===== config.mk =====
export PLATFORM = sky130hd
export DESIGN_NAME = psram_async_cycle_refresh
export DESIGN_NICKNAME = d
export VERILOG_FILES = /design/src/hdl/psram_host_pkg.sv /design/src/hdl/psram_pin_sync.sv /design/src/hdl/psram_async_cycle_refresh.sv
export SDC_FILE = /design/constraint.sdc
export NUM_CORES = 1
export LEC_CHECK = 0
export BUFFER_PORTS_ARGS = -buffer_cell sky130_fd_sc_hd__buf_2
export CAP_MARGIN = 15
export CORE_MARGIN = 2
export CORE_UTILIZATION = 49
export DETAILED_ROUTE_END_ITERATION = 7
export PLACE_DENSITY = 0.74
export SLEW_MARGIN = 20
export SYNTH_ARGS = -nofsm -noshare
export SYNTH_HDL_FRONTEND = slang
export SYNTH_SLANG_ARGS = --single-unit

===== constraint.sdc =====
create_clock -name clk -period 2.65 [get_ports clk]
set_clock_uncertainty 0.05 [all_clocks]
set_input_delay 0.1325 -clock clk [delete_from_list [all_inputs] [get_ports clk]]
set_output_delay 0.1325 -clock clk [all_outputs]
set_load 0.02 [all_outputs]

===== src/hdl/psram_host_pkg.sv =====
// constants for the pseudo static RAM host controller
package psram_host_pkg;
  // bus geometry
  localparam int ADDR_W = 19;
  localparam int DATA_W = 16;
  localparam int LANES = 2;
  // clock and pin input synchroniser depth
  localparam int CLK_PERIOD_NS = 10;
  localparam int SYNC_STAGES = 3;
  // fast grade limits, ns
  localparam int T_RC_55_NS = 55;
  localparam int T_AA_55_NS = 55;
  localparam int T_WC_55_NS = 55;
  localparam int T_PWE_55_NS = 45;
  localparam int T_SD_55_NS = 25;
  localparam int T_HZWE_55_NS = 20;
  // slow grade limits, ns
  localparam int T_RC_70_NS = 70;
  localparam int T_AA_70_NS = 70;
  localparam int T_WC_70_NS = 70;
  localparam int T_PWE_70_NS = 60;
  localparam int T_SD_70_NS = 30;
  localparam int T_HZWE_70_NS = 30;
  // refresh related limits
  localparam int DESELECT_GAP_NS = 5;
  localparam int REFRESH_WINDOW_NS = 15000;
  // least times round up to whole cycles
  localparam int RD_ACC_55_CYC = (T_AA_55_NS + CLK_PERIOD_NS - 1) / CLK_PERIOD_NS;
  localparam int RD_ACC_70_CYC = (T_AA_70_NS + CLK_PERIOD_NS - 1) / CLK_PERIOD_NS;
  localparam int RD_CYC_55_CYC = (T_RC_55_NS + CLK_PERIOD_NS - 1) / CLK_PERIOD_NS;
  localparam int RD_CYC_70_CYC = (T_RC_70_NS + CLK_PERIOD_NS - 1) / CLK_PERIOD_NS;
  localparam int WR_CYC_55_CYC = (T_WC_55_NS + CLK_PERIOD_NS - 1) / CLK_PERIOD_NS;
  localparam int WR_CYC_70_CYC = (T_WC_70_NS + CLK_PERIOD_NS - 1) / CLK_PERIOD_NS;
  // strobe must exceed turn-off plus setup, and meet its own minimum
  localparam int PULSE_55_NS = (T_PWE_55_NS > T_HZWE_55_NS + T_SD_55_NS) ?
                               T_PWE_55_NS : T_HZWE_55_NS + T_SD_55_NS + 1;
  localparam int PULSE_70_NS = (T_PWE_70_NS > T_HZWE_70_NS + T_SD_70_NS) ?
                               T_PWE_70_NS : T_HZWE_70_NS + T_SD_70_NS + 1;
  localparam int WR_PULSE_55_CYC = (PULSE_55_NS + CLK_PERIOD_NS - 1) / CLK_PERIOD_NS;
  localparam int WR_PULSE_70_CYC = (PULSE_70_NS + CLK_PERIOD_NS - 1) / CLK_PERIOD_NS;
  localparam int GAP_CYC = (DESELECT_GAP_NS + CLK_PERIOD_NS - 1) / CLK_PERIOD_NS;
  // longest time rounds down
  localparam int REFRESH_WINDOW_CYC = REFRESH_WINDOW_NS / CLK_PERIOD_NS;
  // counter width for phase timing
  localparam int CNT_W = 8;

  // controller phases
  typedef enum logic [2:0] {
    ST_IDLE,
    ST_RD_ACTIVE,
    ST_WR_SETUP,
    ST_WR_PULSE,
    ST_WR_HOLD,
    ST_GAP
  } phase_t;
endpackage


===== src/hdl/psram_pin_sync.sv =====
// three-stage synchroniser for pin inputs with agreement flag
`timescale 1ns/1ns
`default_nettype none
module psram_pin_sync #(
  parameter int WIDTH = 16
) (
  input wire logic clk,
  input wire logic rst,
  input wire logic ce,
  input wire logic [WIDTH-1:0] pinIn,
  output logic [WIDTH-1:0] syncOut,
  output logic settled
);
  logic [WIDTH-1:0] stage1; // metastable catch, read only by stage2
  logic [WIDTH-1:0] stage2; // first resolved copy

  // shift the pin value through three flops
  always_ff @(posedge clk) begin
    if (rst) begin
      stage1 <= '0;
      stage2 <= '0;
      syncOut <= '0;
    end else if (ce) begin
      stage1 <= pinIn;
      stage2 <= stage1;
      syncOut <= stage2;
    end
  end

  // a value counts once the second and third stages agree; the first stays private
  assign settled = (stage2 == syncOut);
endmodule // psram_pin_sync
`default_nettype wire


===== src/hdl/psram_async_cycle_refresh.sv =====
// host controller driving asynchronous read and write cycles
`timescale 1ns/1ns
`default_nettype none
module psram_async_cycle_refresh #(
  parameter bit SLOW_GRADE = 1'b1 // 1: 70 ns part, 0: 55 ns part
) (
  input wire logic clk,
  input wire logic rst,
  input wire logic ce,
  // user request side
  input wire logic reqValid,
  input wire logic reqWrite,
  input wire logic [psram_host_pkg::ADDR_W-1:0] reqAddr,
  input wire logic [psram_host_pkg::DATA_W-1:0] reqWrData,
  input wire logic [psram_host_pkg::LANES-1:0] reqLaneEn,
  output logic reqReady,
  output logic rspValid,
  output logic [psram_host_pkg::DATA_W-1:0] rspRdData,
  // memory pins
  output logic [psram_host_pkg::ADDR_W-1:0] memAddr,
  output logic chip_select_low_n,
  output logic chip_select_high,
  output logic output_drive_enable_n,
  output logic write_strobe_n,
  output logic low_byte_enable_n,
  output logic high_byte_enable_n,
  output logic [psram_host_pkg::DATA_W-1:0] dqOut,
  output logic dqOe,
  input wire logic [psram_host_pkg::DATA_W-1:0] dqIn
);
  // grade dependent cycle counts
  localparam int RD_ACC = SLOW_GRADE ? psram_host_pkg::RD_ACC_70_CYC
                                     : psram_host_pkg::RD_ACC_55_CYC;
  localparam int RD_MIN = SLOW_GRADE ? psram_host_pkg::RD_CYC_70_CYC
                                     : psram_host_pkg::RD_CYC_55_CYC;
  localparam int WR_PULSE = SLOW_GRADE ? psram_host_pkg::WR_PULSE_70_CYC
                                       : psram_host_pkg::WR_PULSE_55_CYC;
  localparam int WR_MIN = SLOW_GRADE ? psram_host_pkg::WR_CYC_70_CYC
                                     : psram_host_pkg::WR_CYC_55_CYC;
  // read holds select for access plus synchroniser latency, at least a cycle time
  localparam int RD_HOLD_RAW = RD_ACC + psram_host_pkg::SYNC_STAGES;
  localparam int RD_HOLD = (RD_HOLD_RAW > RD_MIN) ? RD_HOLD_RAW : RD_MIN;
  // write select span: setup, pulse, hold; the gap takes up any shortfall to the write cycle time
  localparam int WR_SPAN_RAW = WR_PULSE + 2;
  localparam int WR_EXTRA = (WR_SPAN_RAW >= WR_MIN) ? 0 : WR_MIN - WR_SPAN_RAW;
  localparam int GAP_LEN = psram_host_pkg::GAP_CYC + WR_EXTRA;

  // sized counter loads
  localparam logic [psram_host_pkg::CNT_W-1:0] RD_LOAD = psram_host_pkg::CNT_W'(RD_HOLD - 1);
  localparam logic [psram_host_pkg::CNT_W-1:0] PULSE_LOAD =
    psram_host_pkg::CNT_W'(WR_PULSE - 1);
  localparam logic [psram_host_pkg::CNT_W-1:0] GAP_LOAD = psram_host_pkg::CNT_W'(GAP_LEN - 1);
  localparam logic [psram_host_pkg::CNT_W-1:0] CNT_ZERO = '0;
  localparam logic [psram_host_pkg::CNT_W-1:0] CNT_ONE = 8'h01;

  psram_host_pkg::phase_t phase; // current bus phase
  psram_host_pkg::phase_t next_phase; // phase for next cycle
  logic [psram_host_pkg::CNT_W-1:0] phaseCnt; // cycles left in phase
  logic [psram_host_pkg::DATA_W-1:0] dqSync; // synchronised read data
  logic dqSettled; // stages two and three agree
  logic phaseDone; // current timed phase expires
  logic accept; // request taken this cycle

  // read data pins pass three flops before use
  psram_pin_sync #(
    .WIDTH(psram_host_pkg::DATA_W)
  ) dqSyncInst (
    .clk(clk),
    .rst(rst),
    .ce(ce),
    .pinIn(dqIn),
    .syncOut(dqSync),
    .settled(dqSettled)
  );

  assign phaseDone = (phaseCnt == CNT_ZERO);
  assign accept = reqValid && reqReady && (phase == psram_host_pkg::ST_IDLE);

  // phase sequencing
  always_comb begin
    next_phase = phase;
    unique case (phase)
      // idle: memory deselected, free to refresh
      psram_host_pkg::ST_IDLE: begin
        if (accept) begin
          next_phase = reqWrite ? psram_host_pkg::ST_WR_SETUP : psram_host_pkg::ST_RD_ACTIVE;
        end
      end
      // read: wait out access, latency and agreement of synchroniser
      psram_host_pkg::ST_RD_ACTIVE: begin
        if (phaseDone && dqSettled) begin
          next_phase = psram_host_pkg::ST_GAP;
        end
      end
      // one cycle of qualifiers before the strobe
      psram_host_pkg::ST_WR_SETUP: begin
        next_phase = psram_host_pkg::ST_WR_PULSE;
      end
      // strobe low for its full width
      psram_host_pkg::ST_WR_PULSE: begin
        if (phaseDone) begin
          next_phase = psram_host_pkg::ST_WR_HOLD;
        end
      end
      // strobe high ends the write, rest held
      psram_host_pkg::ST_WR_HOLD: begin
        next_phase = psram_host_pkg::ST_GAP;
      end
      // deselected gap lets refresh run
      psram_host_pkg::ST_GAP: begin
        if (phaseDone) begin
          next_phase = psram_host_pkg::ST_IDLE;
        end
      end
    endcase
  end

  // phase register
  always_ff @(posedge clk) begin
    if (rst) begin
      phase <= psram_host_pkg::ST_IDLE;
    end else if (ce) begin
      phase <= next_phase;
    end
  end

  // phase timer, loaded on each phase entry
  always_ff @(posedge clk) begin
    if (rst) begin
      phaseCnt <= CNT_ZERO;
    end else if (ce) begin
      if (phase != next_phase) begin
        unique case (next_phase)
          psram_host_pkg::ST_RD_ACTIVE: phaseCnt <= RD_LOAD; // spacing of reads
          psram_host_pkg::ST_WR_PULSE: phaseCnt <= PULSE_LOAD;
          psram_host_pkg::ST_GAP: phaseCnt <= GAP_LOAD; // break of at least 5 ns
          default: phaseCnt <= CNT_ZERO;
        endcase
      end else if (!phaseDone) begin
        phaseCnt <= phaseCnt - CNT_ONE;
      end
    end
  end

  // ready only while idle and not about to leave it
  always_ff @(posedge clk) begin
    if (rst) begin
      reqReady <= 1'b0;
    end else if (ce) begin
      reqReady <= (next_phase == psram_host_pkg::ST_IDLE) && !accept;
    end
  end

  // address and byte lanes latched at acceptance, held until deselect
  always_ff @(posedge clk) begin
    if (rst) begin
      memAddr <= '0;
      low_byte_enable_n <= 1'b1;
      high_byte_enable_n <= 1'b1;
    end else if (ce) begin
      if (accept) begin
        // address valid with the select edge
        memAddr <= reqAddr;
        // lane 0 on bits 7:0, lane 1 on bits 15:8
        low_byte_enable_n <= !reqLaneEn[0];
        high_byte_enable_n <= !reqLaneEn[1];
      end else if (next_phase == psram_host_pkg::ST_GAP ||
                   next_phase == psram_host_pkg::ST_IDLE) begin
        low_byte_enable_n <= 1'b1;
        high_byte_enable_n <= 1'b1;
      end
    end
  end

  // chip selects: active for the whole access, dropped in gap and idle
  always_ff @(posedge clk) begin
    if (rst) begin
      chip_select_low_n <= 1'b1;
      chip_select_high <= 1'b0;
    end else if (ce) begin
      // selected before the strobe and after it ends
      chip_select_low_n <= (next_phase == psram_host_pkg::ST_IDLE) ||
                           (next_phase == psram_host_pkg::ST_GAP);
      chip_select_high <= !((next_phase == psram_host_pkg::ST_IDLE) ||
                            (next_phase == psram_host_pkg::ST_GAP));
    end
  end

  // write strobe low only in the pulse phase, never in reads
  always_ff @(posedge clk) begin
    if (rst) begin
      write_strobe_n <= 1'b1;
    end else if (ce) begin
      // rising strobe terminates the write
      write_strobe_n <= (next_phase != psram_host_pkg::ST_WR_PULSE);
    end
  end

  // output enable low only during reads, keeps memory off the bus in writes
  always_ff @(posedge clk) begin
    if (rst) begin
      output_drive_enable_n <= 1'b1;
    end else if (ce) begin
      output_drive_enable_n <= (next_phase != psram_host_pkg::ST_RD_ACTIVE);
    end
  end

  // write data driven from setup through hold
  always_ff @(posedge clk) begin
    if (rst) begin
      dqOut <= '0;
      dqOe <= 1'b0;
    end else if (ce) begin
      if (accept && reqWrite) begin
        dqOut <= reqWrData;
      end
      // data stable the whole pulse, held past the end
      dqOe <= (next_phase == psram_host_pkg::ST_WR_SETUP) ||
              (next_phase == psram_host_pkg::ST_WR_PULSE) ||
              (next_phase == psram_host_pkg::ST_WR_HOLD);
    end
  end

  // read data capture and completion pulse
  always_ff @(posedge clk) begin
    if (rst) begin
      rspValid <= 1'b0;
      rspRdData <= '0;
    end else if (ce) begin
      rspValid <= 1'b0;
      if (phase == psram_host_pkg::ST_RD_ACTIVE && phaseDone && dqSettled) begin
        rspValid <= 1'b1;
        rspRdData <= dqSync;
      end else if (phase == psram_host_pkg::ST_WR_HOLD) begin
        rspValid <= 1'b1; // write completion, data unchanged
      end
    end
  end
endmodule // psram_async_cycle_refresh
`default_nettype wire


==> impl_metrics.json, run 1 <==
{
  "syn-num-nets": 587,
  "synth_area_leaders": "dfxtp_1, mux2i_1, nand2_1",
  "regToRegSetupSlack_ns": 0.27,
  "vias_per_cell": 5.18,
  "critPathLaunchType": "flip-flop",
  "yosys_warnings": 0,
  "drive_above_1_share_pct": 24.0,
  "layout_setup_ws_ns": 0.267,
  "num_rows": 36,
  "drt_iter0_drc": 150,
  "core_um2": 9640,
  "root_buffer": "clkbuf_8",
  "cp_slowest_cell": "or4_4",
  "utilization_pct": 68.5,
  "cts.path.max_buffers": 2,
  "path_cells": "inv_1 -> ha_1 -> nor4b_4 -> and2_4 -> nand2_4 -> o31a_4 -> or4_4 -> a31oi_1",
  "fin_nets": 751,
  "seq_area_frac_synth_pct": 49.7,
  "crit_required_ns": 3.04,
  "synthTopCellsByCount": "dfxtp_1, nand2_1, nor2_1",
  "dp.cells": 753,
  "wl_um": 12300,
  "ctsResizeCount": 0,
  "grt_max_degree": 75,
  "tritoncts": "done",
  "die_y_um": 103,
  "cp.arrival_ns": 2.77,
  "htreeDepth": 4,
  "syn_to_final_growth_pct": 37.6,
  "path_max_fanout": 8,
  "ys_ff_latch": 119,
  "hold_path_startpoint": "ce",
  "path_depth": 8,
  "fin_cells": 838,
  "clkTransAtPathRegs_ns": 0.06,
  "grt_first_pass_wirelength_um": 18900,
  "ys_types": 53,
  "pin_count": 118,
  "path_buf_inv": 1,
  "grt_usage_pct": 23.0,
  "hpwl_um": 7340,
  "detail_route.first_pass.iterations": 4,
  "antenna_cells": 0,
  "num_vias": 4342,
  "dieWidth_um": 103,
  "ir_worst_vdd_mv": 0.514,
  "fin_crit_sh_pct": 89.9,
  "holdPathStages": 3,
  "initial_core_util_pct": 49.8,
  "synth_ff_type": "dfxtp_1",
  "grt_pass1_vias": 4069,
  "clock-sinks": 119,
  "cts_buffers": 17,
  "gp_congestion": 0.883,
  "yosys.area.top_type": "dfxtp_1",
  "tns_ns": 0,
  "yosysMostFrequentCell": "dfxtp_1",
  "slew_headroom_pct": 31.0,
  "critPathKind": "flip-flop to flip-flop",
  "drc": 0,
  "clk_latency_ns": 0.51,
  "worst_pin_slew_ns": 1.03,
  "maxCapViolCount": 0,
  "synthCells": 528,
  "outcome": "completed",
  "die_area_um2": 10600,
  "end_kind": "flip-flop",
  "powerDensity_nw_per_um2": 790,
  "synth_edf_count": 0,
  "rsz0062_at_grt": "false",
  "r2r_end": "phaseCnt[0]",
  "async_reset_ff_share_pct": 0,
  "critPathLaunch": "phaseCnt[0]",
  "min_path_type": "input pin to flip-flop",
  "ff2ff_path_depth": 8,
  "fin_crit_ns": 2.38,
  "cpLargestDelayFamily": "simple AND/OR/NAND/NOR gates",
  "p_leak_nw": 2.91,
  "slew_violations": 0,
  "antenna_found_initial": 0,
  "finalSetupViolCount": 0,
  "total_power_mw": 5.21,
  "ant_nets": 0,
  "routedWlPerCell_um": 14.7,
  "fmax_ghz": 0.420,
  "grt_overflow_total": 0,
  "syn-cell-area_um2": 4800,
  "r2r_start": "phaseCnt[0]",
  "synth_top_cell_area_share_pct": 49.7,
  "finalHoldViolCount": 0,
  "holdPathEnd": "rspValid",
  "dp_slack_ns": 0.289,
  "io_buffers": 117,
  "cpPeakStageDelay_ns": 0.49,
  "syn_avg_cell_area_um2": 9.09
}
flip-flops by register name, summed over array words and instances (netlist names), 3 cells and up:
signal,count
dqOut,16
phaseCnt,8
dqSyncInst.stage2,16
dqSyncInst.syncOut,16
phase,3
memAddr,19
dqSyncInst.stage1,16
rspRdData,16
per-layer routing:
metal,global-route usage (%),part of all wire [%],up-vias
met5,0,0,-
met1,26.9,41,2037
met3,6.37,5.9,34
li1,-,-,2120
met2,38.7,50,151
met4,11.3,3.4,0
cell type report:
class | instances | area (um2)
fillers | 713 | 3040
flip-flops and latches | 119 | 2380
multi-input cells | 369 | 2240
repair buffers | 177 | 1170
clock buffers | 21 | 459
well taps | 133 | 166
clock inverters | 11 | 148
inverters | 8 | 30.0
worst max path at each step:
stage	end	slack, ns
final	phaseCnt[0]	0.27
after global routing	low_byte_enable_n	0.001
after CTS	phaseCnt[0]	0.26
after detailed placement	phaseCnt[0]	0.29
after global placement	phaseCnt[0]	0.37
after floorplan	rspRdData[10]	0.44
power breakdown:
group	switching, mW	internal [mW]	leakage [nW]	total, mW
Sequential	0.104	1.89	0.967	1.99
Clock	0.791	1.50	0.286	2.30
Combinational	0.510	0.412	1.66	0.922
worst min-delay path, delay by kind of cell:
family / cells / cell delay, ns
compound gates: 1 / 0.05
simple gates: 1 / 0.14
buf+inv: 1 / 0.22
cells by family after synthesis:
kind of cell	count (synthesis)	synth area share, %
xor+xnor	16	2.92
buf+inv	40	3.65
mux	65	13.6
fa+ha+maj	1	0.261
compound gates	74	9.65
simple gates	213	20.3
flops	119	49.7
per-stage QoR:
| step | cell area [um2] | hold slack, ns |
|---|---|---|
| 5_1_grt | 6600 | 0.0455 |
| 4_1_cts | 6600 | 0.0182 |
| 6_report | 6600 | 0.0362 |
| 3_3_place_gp | 5460 | 0.318 |
| 3_5_place_dp | 5460 | 0.328 |
| 2_1_floorplan | 4800 | 0.219 |
placed cells by master (no fill, tap or decap), types with 11 or more instances in the layout:
master	count
dfxtp_1	119
buf_2	115
nand2_1	87
nor2_1	81
mux2i_1	65
dlygate4sd3_1	53
a21oi_1	45
clkbuf_16	16
xnor2_1	11
timing repair:
action,4_1_cts,5_1_grt
hold endpoints to repair,53,0
hold buffers,53,0
buffers inserted,0,0
endpoints found under the setup margin,0,0
Power figures use the tool's default switching activity.
==> run 2, diff against run 1 <==
--- a/config.mk
+++ b/config.mk
@@ -8,9 +8,8 @@
 export BUFFER_PORTS_ARGS = -buffer_cell sky130_fd_sc_hd__buf_2
 export CAP_MARGIN = 15
 export CORE_MARGIN = 2
-export CORE_UTILIZATION = 49
+export CORE_UTILIZATION = 30
 export DETAILED_ROUTE_END_ITERATION = 7
-export PLACE_DENSITY = 0.74
 export SLEW_MARGIN = 20
 export SYNTH_ARGS = -nofsm -noshare
 export SYNTH_HDL_FRONTEND = slang
==> run 2 against run 1 <==
Net effect: worst setup slack better by 0.0069 ns; critical endpoint unchanged; clock power decreased by 4%; highest routed layer unchanged; total power fell by 2.1%; largest power group unchanged; register-to-register slack hardly changed; critical path depth unchanged; cell count up 10%.
==> impl_metrics.json, run 2 (synthesis gave the netlist of run 1 again) <==
{
  "clkTransAtPathRegs_ns": 0.05,
  "fmax_ghz": 0.421,
  "cp_slowest_cell": "or4_4",
  "final_common_cell": "dfxtp_1",
  "critPathKind": "flip-flop to flip-flop",
  "dpl_cell_area_um2": 5580,
  "die_y_um": 130,
  "min_path_type": "input pin to flip-flop",
  "fin_crit_ns": 2.38,
  "multi_input_area_um2": 2240,
  "ir_worst_vdd_mv": 0.479,
  "antenna_cells": 0,
  "slew_headroom_pct": 31.7,
  "fill_cells": 1568,
  "antenna_found_initial": 0,
  "powerDensity_nw_per_um2": 763,
  "finalHoldViolCount": 0,
  "gp_congestion": 0.858,
  "rsz0062_at_grt": "false",
  "cts.path.max_buffers": 2,
  "total_power_mw": 5.10,
  "final-seq-area_um2": 2380,
  "clock-sinks": 119,
  "drc": 0,
  "grt_max_degree": 59,
  "utilization_pct": 42.4,
  "tns_ns": 0,
  "busiest_layer": "met2",
  "largest_reg_flops": 19,
  "grt_pass1_vias": 3901,
  "io_buffers": 117,
  "design_area_um2": 6690,
  "hold_ws_ns": 0.129,
  "root_buffer": "clkbuf_16",
  "slew_violations": 0,
  "top_register": "memAddr",
  "layout_setup_ws_ns": 0.274,
  "num_vias": 4126,
  "crit_required_ns": 2.94,
  "wl_um": 12100,
  "core_um2": 15800,
  "ff2ff_path_depth": 8,
  "fin_crit_sh_pct": 89.7,
  "finalSetupViolCount": 0,
  "outcome": "completed",
  "end_kind": "flip-flop",
  "worst_pin_slew_ns": 1.02,
  "cts_buffers": 17,
  "detail_route.first_pass.iterations": 4,
  "holdPathStages": 3,
  "grt_overflow_total": 0,
  "htreeDepth": 4,
  "critPathLaunchType": "flip-flop",
  "maxCapViolCount": 0,
  "post_cts.repair.setup_buffers": 0,
  "layout_common_cells": "dfxtp_1, buf_2, nand2_1",
  "ant_nets": 0,
  "dp_slack_ns": 0.290,
  "dp.cells": 838,
  "global_route.usage.met3_pct": 4.85,
  "drive_above_1_share_pct": 24.0,
  "tritoncts": "done",
  "drt_iter0_drc": 134,
  "path_cells": "inv_1 -> ha_1 -> nor4b_4 -> and2_4 -> nand2_4 -> o31a_4 -> or4_4 -> a31oi_1",
  "use_met2_pct": 22.1,
  "p_leak_nw": 2.91,
  "fin_cells": 923,
  "initial_core_util_pct": 30.4,
  "pin_count": 118,
  "hpwl_um": 7520,
  "ctsResizeCount": 0,
  "grt_usage_pct": 14.2,
  "cpPeakStageDelay_ns": 0.50,
  "use_met1_pct": 18.4,
  "fin_nets": 753,
  "vias_per_cell": 4.47,
  "dieWidth_um": 130,
  "hold_buffers": 53,
  "syn_to_final_growth_pct": 39.4,
  "cp.arrival_ns": 2.66,
  "grt_first_pass_wirelength_um": 18900,
  "clk_latency_ns": 0.41,
  "path_max_fanout": 8,
  "num_rows": 46,
  "die_area_um2": 17000,
  "routedWlPerCell_um": 13.1
}
[run 2: cell type report]
| type | instances | area share (%) |
|---|---|---|
| multi-input cells | 369 | 33.5 |
| repair buffers | 179 | 17.8 |
| well taps | 216 | 4.04 |
| clock inverters | 12 | 1.91 |
| inverters | 8 | 0.449 |
| clock buffers | 20 | 6.68 |
| flip-flops and latches | 119 | 35.6 |
[run 2: final timing paths]
check              start                to  slack [ns]
max          phaseCnt[0]       phaseCnt[0]        0.27
max reg2reg  phaseCnt[0]       phaseCnt[0]        0.27
min                   ce  chip_select_high        0.13
min reg2reg    dqOut[10]         dqOut[10]        0.40
[run 2: critical path, delay by kind of cell (launching register included)]
family / cells / cell delay [ns]
compound gates: 2 / 0.51
fa+ha+maj: 1 / 0.23
buf+inv: 1 / 0.09
flops: 1 / 0.32
simple gates: 4 / 1.09
[run 2: report_power, final]
group | leakage [nW] | total [mW] | internal (mW) | switching (mW)
clock network | 0.272 | 2.21 | 1.40 | 0.809
registers | 0.967 | 1.98 | 1.89 | 0.0949
logic | 1.67 | 0.908 | 0.416 | 0.492
total | 2.91 | 5.10 | 3.71 | 1.40
[run 2: per-layer routing]
metal	up-vias	part of all wire (%)
li1	2129	-
met1	1858	49
met2	131	44
met3	8	6.8
met4	0	0.75
met5	-	0
